<file path="src/core/reset_combiner_defs.svh">
`ifndef RESET_COMBINER_DEFS_SVH
`define RESET_COMBINER_DEFS_SVH

// register byte offsets (low address byte only is decoded)
`define ADDR_CAUSE 8'h00
`define ADDR_OSC 8'h04
`define ADDR_LIVE 8'h08

// reset cause register field positions
`define CAUSE_BOR 0
`define CAUSE_POR 1
`define CAUSE_SOFTWARE 2
`define CAUSE_WATCHDOG 3
`define CAUSE_EXT_CLEAR 4
`define CAUSE_CONFIG_MISMATCH 5
`define CAUSE_ILLEGAL 6
`define CAUSE_TRAP 7
`define CAUSE_WIDTH 8

// power-on value of the cause register: power-on and brown-out set
`define CAUSE_RESET 8'h03

// new oscillator field inside the oscillator control register
`define NEW_OSC_FIELD_LSB 8
`define NEW_OSC_FIELD_MSB 10
`define NEW_OSC_FIELD_RESET 3'h0

// cycles the system reset is held after the last source drops
`define RELEASE_HOLD 2'h2

// live status register: sources in [8:0], system reset in bit 9
`define LIVE_SYSTEM_RESET_OUT 9

`endif

</file>
<file path="src/core/reset_combiner_pkg.sv">
package reset_combiner_pkg;

   // every reset source except power-on, which is the rst pin itself
   typedef struct packed {
      logic illegalOpcode;
      logic uninitRegister;
      logic securityViolation;
      logic trapConflict;
      logic configMismatch;
      logic watchdogTimeout;
      logic softwareReset;
      logic externalClear;
      logic brownOut;
   } reset_sources_t;

   // ahb-lite request side as seen by this slave
   typedef struct packed {
      logic hsel;
      logic [31:0] haddr;
      logic [1:0] htrans;
      logic hwrite;
      logic [2:0] hsize;
      logic [31:0] hwdata;
      logic hready;
   } ahb_req_t;

   // data phase tracking of the bus slave
   typedef enum logic [1:0] {
      PH_IDLE,
      PH_WRITE,
      PH_READ_WAIT,
      PH_READ_DONE
   } bus_phase_t;

endpackage

</file>
<file path="src/core/reset_release_sync.sv">
`timescale 1ns/100ps
`include "reset_combiner_defs.svh"

module reset_release_sync
   import reset_combiner_pkg::*;
(
   input wire logic clk,
   input wire logic rst,
   input wire logic anySource,
   output logic systemResetOut
);

   logic [1:0] holdCount; // cycles of hold left after sources drop

   // reset asserts on the next edge after any source, and only
   // falls on an edge once the hold count has run out
   always_ff @(posedge clk or posedge rst) begin
      if (rst) begin
         systemResetOut <= 1'b1;
         holdCount <= `RELEASE_HOLD;
      end else begin
         systemResetOut <= anySource | (holdCount != 2'h0);
         if (anySource) begin
            holdCount <= `RELEASE_HOLD;
         end else if (holdCount != 2'h0) begin
            holdCount <= holdCount - 2'h1;
         end
      end
   end

   // release only after a full quiet hold
   release_sync_a: assert property (@(posedge clk) disable iff (rst)
      $fell(systemResetOut) |-> !$past(anySource) && !$past(anySource, 2) && !$past(anySource, 3))
      else $error("system reset released without a quiet hold");

   cover_release_c: cover property (@(posedge clk) disable iff (rst) $fell(systemResetOut));

endmodule // reset_release_sync

</file>
<file path="src/core/reset_source_combiner_status.sv">
// Decided for this implementation: the AHB-Lite register port and the register offsets.
`timescale 1ns/100ps
`include "reset_combiner_defs.svh"
// Summary of operation
// system reset is OR of all sources
// eight sources, illegal covers three conditions
// reset forces some registers, cause flags persist
// each reset kind sets its own flag
// power-on clears flags, sets power-on, brown-out
// software write stores any flag value
// writing flags never causes a reset
// software should clear flags after reading
// every reset loads oscillator selection into field
// reset released synchronously to the clock

module reset_source_combiner_status
   import reset_combiner_pkg::*;
(
   input wire logic clk,
   input wire logic rst,
   input wire reset_sources_t sources,
   input wire logic [2:0] initialOscSelect,
   input wire ahb_req_t ahb,
   output logic [31:0] hrdata,
   output logic hreadyout,
   output logic hresp,
   output logic systemResetOut,
   output logic [2:0] newOscField,
   output logic [`CAUSE_WIDTH-1:0] causeFlags
);

   // cause vector raised by the live sources
   function automatic logic [`CAUSE_WIDTH-1:0] causeSet(input reset_sources_t s);
      logic [`CAUSE_WIDTH-1:0] v;
      v = '0;
      v[`CAUSE_BOR] = s.brownOut;
      v[`CAUSE_SOFTWARE] = s.softwareReset;
      v[`CAUSE_WATCHDOG] = s.watchdogTimeout;
      v[`CAUSE_EXT_CLEAR] = s.externalClear;
      v[`CAUSE_CONFIG_MISMATCH] = s.configMismatch;
      v[`CAUSE_TRAP] = s.trapConflict;
      v[`CAUSE_ILLEGAL] = s.illegalOpcode | s.uninitRegister | s.securityViolation;
      return v;
   endfunction

   bus_phase_t phase; // data phase in progress
   logic [7:0] phaseAddr; // low address byte of that data phase
   logic oscLoadPending; // first edge after power-on still to load
   logic [`CAUSE_WIDTH-1:0] setVec; // flags to raise this cycle
   logic anySource; // at least one source active
   logic accept; // address phase taken this edge
   logic writeCause; // data phase writes the cause register
   logic writeOsc; // data phase writes the oscillator register
   logic loadOsc; // a reset is loading the oscillator field
   logic [31:0] readValue; // register addressed by the read
   logic [`CAUSE_WIDTH-1:0] next_cause;
   logic [2:0] next_new_osc_field;
   bus_phase_t next_phase;

   // combine and decode
   assign setVec = causeSet(sources);
   assign anySource = |sources;
   assign accept = ahb.hsel & ahb.htrans[1] & ahb.hready;
   assign writeCause = (phase == PH_WRITE) && (phaseAddr == `ADDR_CAUSE);
   assign writeOsc = (phase == PH_WRITE) && (phaseAddr == `ADDR_OSC);
   assign loadOsc = oscLoadPending | systemResetOut;
   assign hreadyout = (phase != PH_READ_WAIT); // one wait state on reads only
   assign hresp = 1'b0; // always okay, unmapped reads return zero

   // a source set wins over a software write in the same cycle
   assign next_cause = (writeCause ? ahb.hwdata[`CAUSE_WIDTH-1:0] : causeFlags) | setVec;
   // a reset overrides any pending software clock request
   assign next_new_osc_field = loadOsc ? initialOscSelect :
      (writeOsc ? ahb.hwdata[`NEW_OSC_FIELD_MSB:`NEW_OSC_FIELD_LSB] : newOscField);

   // read mux; reserved bits read zero
   assign readValue = (phaseAddr == `ADDR_CAUSE) ? {24'h00_0000, causeFlags} :
      (phaseAddr == `ADDR_OSC) ? {21'h00_0000, newOscField, 8'h00} :
      (phaseAddr == `ADDR_LIVE) ? {22'h00_0000, systemResetOut, sources} : 32'h0000_0000;

   // next bus phase
   always_comb begin
      case (phase)
         PH_READ_WAIT: next_phase = PH_READ_DONE;
         default: begin
            if (accept) begin
               next_phase = ahb.hwrite ? PH_WRITE : PH_READ_WAIT;
            end else begin
               next_phase = PH_IDLE;
            end
         end
      endcase
   end

   // bus slave state; address latched in the address phase
   always_ff @(posedge clk or posedge rst) begin
      if (rst) begin
         phase <= PH_IDLE;
         phaseAddr <= 8'h00;
         hrdata <= 32'h0000_0000;
      end else begin
         phase <= next_phase;
         if (accept) begin
            phaseAddr <= ahb.haddr[7:0];
         end
         if (phase == PH_READ_WAIT) begin
            hrdata <= readValue; // wait state avoids racing a prior write
         end
      end
   end

   // cause flags: only power-on and software writes clear them, system resets do not
   always_ff @(posedge clk or posedge rst) begin
      if (rst) begin
         causeFlags <= `CAUSE_RESET;
      end else begin
         causeFlags <= next_cause;
      end
   end

   // oscillator field: constant under rst, config loaded at first edge after
   always_ff @(posedge clk or posedge rst) begin
      if (rst) begin
         oscLoadPending <= 1'b1;
         newOscField <= `NEW_OSC_FIELD_RESET;
      end else begin
         oscLoadPending <= 1'b0;
         newOscField <= next_new_osc_field;
      end
   end

   // synchronous release of the combined reset
   reset_release_sync releaseSync (
      .clk(clk),
      .rst(rst),
      .anySource(anySource),
      .systemResetOut(systemResetOut)
   );

   // helper: marks the first edge after power-on release
   logic firstEdge;
   always_ff @(posedge clk or posedge rst) begin
      if (rst) begin
         firstEdge <= 1'b1;
      end else begin
         firstEdge <= 1'b0;
      end
   end

   system_reset_out_or_a: assert property (@(posedge clk) disable iff (rst) anySource |=> systemResetOut)
      else $error("source active without system reset");

   illegal_flag_a: assert property (@(posedge clk) disable iff (rst)
      (sources.illegalOpcode | sources.uninitRegister | sources.securityViolation) |=> causeFlags[`CAUSE_ILLEGAL])
      else $error("illegal condition not recorded");

   flags_persist_a: assert property (@(posedge clk) disable iff (rst)
      systemResetOut && !writeCause && !anySource |=> causeFlags == $past(causeFlags))
      else $error("system reset disturbed cause flags");

   cause_set_a: assert property (@(posedge clk) disable iff (rst)
      sources.watchdogTimeout ##0 writeCause |=> causeFlags[`CAUSE_WATCHDOG])
      else $error("watchdog cause lost to software write");

   por_flags_a: assert property (@(posedge clk) disable iff (rst)
      firstEdge |-> causeFlags == `CAUSE_RESET)
      else $error("power-on cause value wrong");

   sw_store_a: assert property (@(posedge clk) disable iff (rst)
      writeCause && !anySource |=> causeFlags == $past(ahb.hwdata[`CAUSE_WIDTH-1:0]))
      else $error("software cause write not stored");

   sw_no_reset_a: assert property (@(posedge clk) disable iff (rst)
      (!anySource)[*4] |=> !systemResetOut)
      else $error("system reset without an active source");

   osc_load_a: assert property (@(posedge clk) disable iff (rst)
      systemResetOut |=> newOscField == $past(initialOscSelect))
      else $error("oscillator selection not loaded on reset");

   cover_watchdog_c: cover property (@(posedge clk) disable iff (rst)
      sources.watchdogTimeout ##1 systemResetOut ##[1:8] !systemResetOut);
   cover_cause_write_c: cover property (@(posedge clk) disable iff (rst) writeCause);
   cover_osc_read_c: cover property (@(posedge clk) disable iff (rst)
      phase == PH_READ_WAIT && phaseAddr == `ADDR_OSC);

endmodule // reset_source_combiner_status

</file>
<file path="config.mk">
export PLATFORM = sky130hd
export DESIGN_NAME = reset_source_combiner_status
export DESIGN_NICKNAME = d
export VERILOG_FILES = /design/src/core/reset_combiner_pkg.sv /design/src/core/reset_release_sync.sv /design/src/core/reset_source_combiner_status.sv
export VERILOG_INCLUDE_DIRS = /design/src /design/src/core
export SDC_FILE = /design/constraint.sdc
export NUM_CORES = 1
export LEC_CHECK = 0
export BUFFER_PORTS_ARGS = -buffer_cell sky130_fd_sc_hd__buf_4
export CORE_UTILIZATION = 41
export DETAILED_ROUTE_END_ITERATION = 7
export PLACE_DENSITY = 0.81
export SYNTH_ARGS = -nofsm -noshare
export SYNTH_HDL_FRONTEND = slang
export SYNTH_SLANG_ARGS = --single-unit
export TNS_END_PERCENT = 20
</file>
<file path="constraint.sdc">
create_clock -name clk -period 2.3 [get_ports clk]
set_clock_uncertainty 0.2 [all_clocks]
set_input_delay 0.23 -clock clk [delete_from_list [all_inputs] [get_ports clk]]
set_output_delay 0.23 -clock clk [all_outputs]
set_load 0.05 [all_outputs]
</file>
==> results.json <==
{
  "drtIter0Drc": 88,
  "boundaryPins": 132,
  "grt.overflow.total": 0,
  "rows": 23,
  "synthesis.area_um2": 1840,
  "avgSynthCellArea_um2": 10.7,
  "cp_max_fo": 8,
  "port_buffers": 60,
  "drt-pass1-iter-count": 6,
  "htree_levels": 2,
  "dp_slack_ps": 408,
  "synth_seq_cells": 36,
  "antenna_found_initial": 0,
  "maxSlewHeadroom": 0.527,
  "cts.sinks": 36,
  "core-area_um2": 4140,
  "die-area_um2": 4750,
  "finalInstanceArea_um2": 2600,
  "internal_power_mw": 1.15,
  "async_flop_share": 1.00,
  "p_leak_nw": 1.25,
  "timing.final.ws_setup_ps": 236,
  "yosysTopAreaCellShare": 0.422,
  "synthToLayoutAreaGrowth_pct": 41.5,
  "die_w_um": 68.9,
  "final_hold_viol_count": 0,
  "yosys_warnings": 0,
  "cts_root_buf": "clkbuf_8",
  "synth_flop_cell": "dfrtp_1",
  "via_count": 1586,
  "post_synth_main_area_contributors": "dfrtp_1 42%, buf_4 9.0%, dfstp_2 7.2%, mux2_2 6.1%, mux2i_1 4.4%",
  "clock_power_share": 0.279,
  "grt_max_degree": 37,
  "period_share": 0.898,
  "drive_gt1_frac": 0.358,
  "cp-end-kind": "flip-flop",
  "grt_pass1_wl_um": 6690,
  "power.density_nw_per_um2": 668,
  "post_cts_buffers": 0,
  "routed_wl_um": 4290,
  "hpwlAfterDp_um": 3010,
  "clk_pin_slew_ps": 70,
  "grt_setup_unrepaired": "false",
  "synth_cells": 171,
  "status": "finished, final reports clean",
  "grt_pass1_vias": 1522,
  "drc": 0,
  "tns_ps": 0,
  "ant_nets": 0,
  "start_util": 0.443,
  "wl_per_cell_um": 13.8,
  "clockBufferDepth": 2,
  "synth_edf_count": 0,
  "ys_seq_area_frac": 0.494,
  "p_sw_frac": 0.335,
  "start_kind": "flip-flop",
  "instances_no_fill": 310,
  "p_switching_mw": 0.582,
  "arrival_ps": 2060,
  "setup_viol": 0,
  "insertion_delay_ps": 280,
  "drv_slew": 0,
  "diodes": 0,
  "crit_type": "reg -> reg",
  "place.gp.congestion": 0.859,
  "die_h_um": 68.9,
  "gr-usage-all-layers": 0.197,
  "hold_class": "in -> reg",
  "min_period_ps": 2060,
  "ys_types": 36,
  "clock.fmax_mhz": 484,
  "fillers": 355,
  "pwr-share-comb": 0.294,
  "placed_cell_area_um2": 2290,
  "worstMarginPinSlew_ps": 709,
  "nNetsFinal": 346,
  "cts_tree": "done",
  "peakVddDrop_v": 0.000374,
  "dp.cells": 281,
  "crit_required_ps": 2290,
  "hold_ws_ps": 5.66,
  "cts_buffers": 5,
  "synth_top_area_cell": "dfrtp_1",
  "p_seq_frac": 0.427,
  "viasPerCell": 5.12,
  "drv_cap": 0
}
[metrics by stage]
step           total power, mW  utilization
2_1_floorplan             1.11            -
6_report                  1.74        0.627
3_5_place_dp              1.23        0.552
5_1_grt                   1.82        0.627
3_3_place_gp              1.22        0.552
4_1_cts                   1.75        0.627
[per-layer routing]
layer | part of all wire | up-vias | track usage | wire length [µm]
met1 | 0.39 | 755 | 0.222 | 1670
met2 | 0.51 | 78 | 0.337 | 2170
met5 | 0 | - | 0 | 0
met4 | 0.023 | 0 | 0.105 | 99
li1 | - | 743 | - | -
met3 | 0.080 | 10 | 0.0526 | 344
[worst max-delay path, stage by stage, from the launching register on]
cell and delay [ps]:
dfrtp_1 420, nor4_4 310, buf_4 210, a41oi_1 130, dlygate4sd3_1 590, o21ai_0 110
[final cells by class]
class	count	area [µm²]	share of cell area
inverter	12	45.0	0.0173
clock buffer	8	100	0.0385
timing repair buffer	87	706	0.272
tap	50	62.6	0.0241
multi-input combinational	117	778	0.299
sequential	36	907	0.349
[power groups by stage]
stage / sequential, mW / combinational (mW) / clock (mW)
5_1_grt: 0.751 / 0.545 / 0.528
2_1_floorplan: 0.804 / 0.305 / 0
3_5_place_dp: 0.754 / 0.480 / 0
4_1_cts: 0.742 / 0.509 / 0.504
6_report: 0.742 / 0.511 / 0.484
3_3_place_gp: 0.750 / 0.472 / 0
[flip-flops by register name (all words and copies together), names as in the netlist]
signal and cells:
releaseSync.systemResetOut 1, oscLoadPending 1, phaseAddr 8, causeFlags 8, phase 2, releaseSync.holdCount 2
newOscField 3, hrdata 11
[layout by cell type, fill, tap and decap left out]
cell type	n
clkbuf_8	7
or3_1	1
and2_1	1
dfrtp_1	31
o31ai_1	10
xnor2_1	1
dlygate4sd3_1	21
o311ai_0	3
a41oi_1	6
o41ai_1	1
nand4_1	1
nor4_4	1
nor2b_1	2
nor4_1	1
or4_4	1
dfstp_2	5
or2_1	1
nor3_1	1
buf_4	66
mux2_2	10
a22oi_1	2
ha_1	1
nor3b_1	1
nand2_1	14
nor3_2	1
and3_1	2
or3b_2	2
mux2i_1	8
inv_1	12
o21ai_0	11
nand3_1	4
clkbuf_1	1
nand2b_1	1
o211ai_1	4
nor2_1	2
conb_1	23
[worst paths after layout]
check,start,endpoint,slack (ps),cells past startpoint
min,initialOscSelect[1],newOscField[1],6,3
max reg2reg,phaseAddr[4],causeFlags[3],240,5
max in group asynchronous,rst,oscLoadPending,1140,4
min in group asynchronous,rst,causeFlags[3],410,4
max,phaseAddr[4],causeFlags[3],240,5
min reg2reg,hrdata[10],hrdata[10],280,2
[repair_timing]
item	in CTS	in global routing
resized for setup	0	0
hold buffers	21	0
hold endpoints to repair	47	0
[Yosys cell counts, types with 3 or more instances]
master,instances
o211ai_1,4
dfstp_2,5
nand2_1,14
o311ai_0,3
o21ai_0,11
inv_1,12
a41oi_1,6
clkbuf_1,4
mux2i_1,8
dfrtp_1,31
buf_4,22
o31ai_1,10
nand3_1,4
mux2_2,10
[kinds of logic after synthesis]
kind of cell	after synthesis	share of synthesized area
and+or+nand+nor	37	0.117
AOI/OAI and AO/OA	37	0.143
muxes	18	0.105
adders and majority gates	1	0.00681
DFF	36	0.494
other	1	0.00204
buffers and inverters	40	0.127
xor gates and xnor gates	1	0.00477
Note: power is estimated with default switching activity, not from simulation.
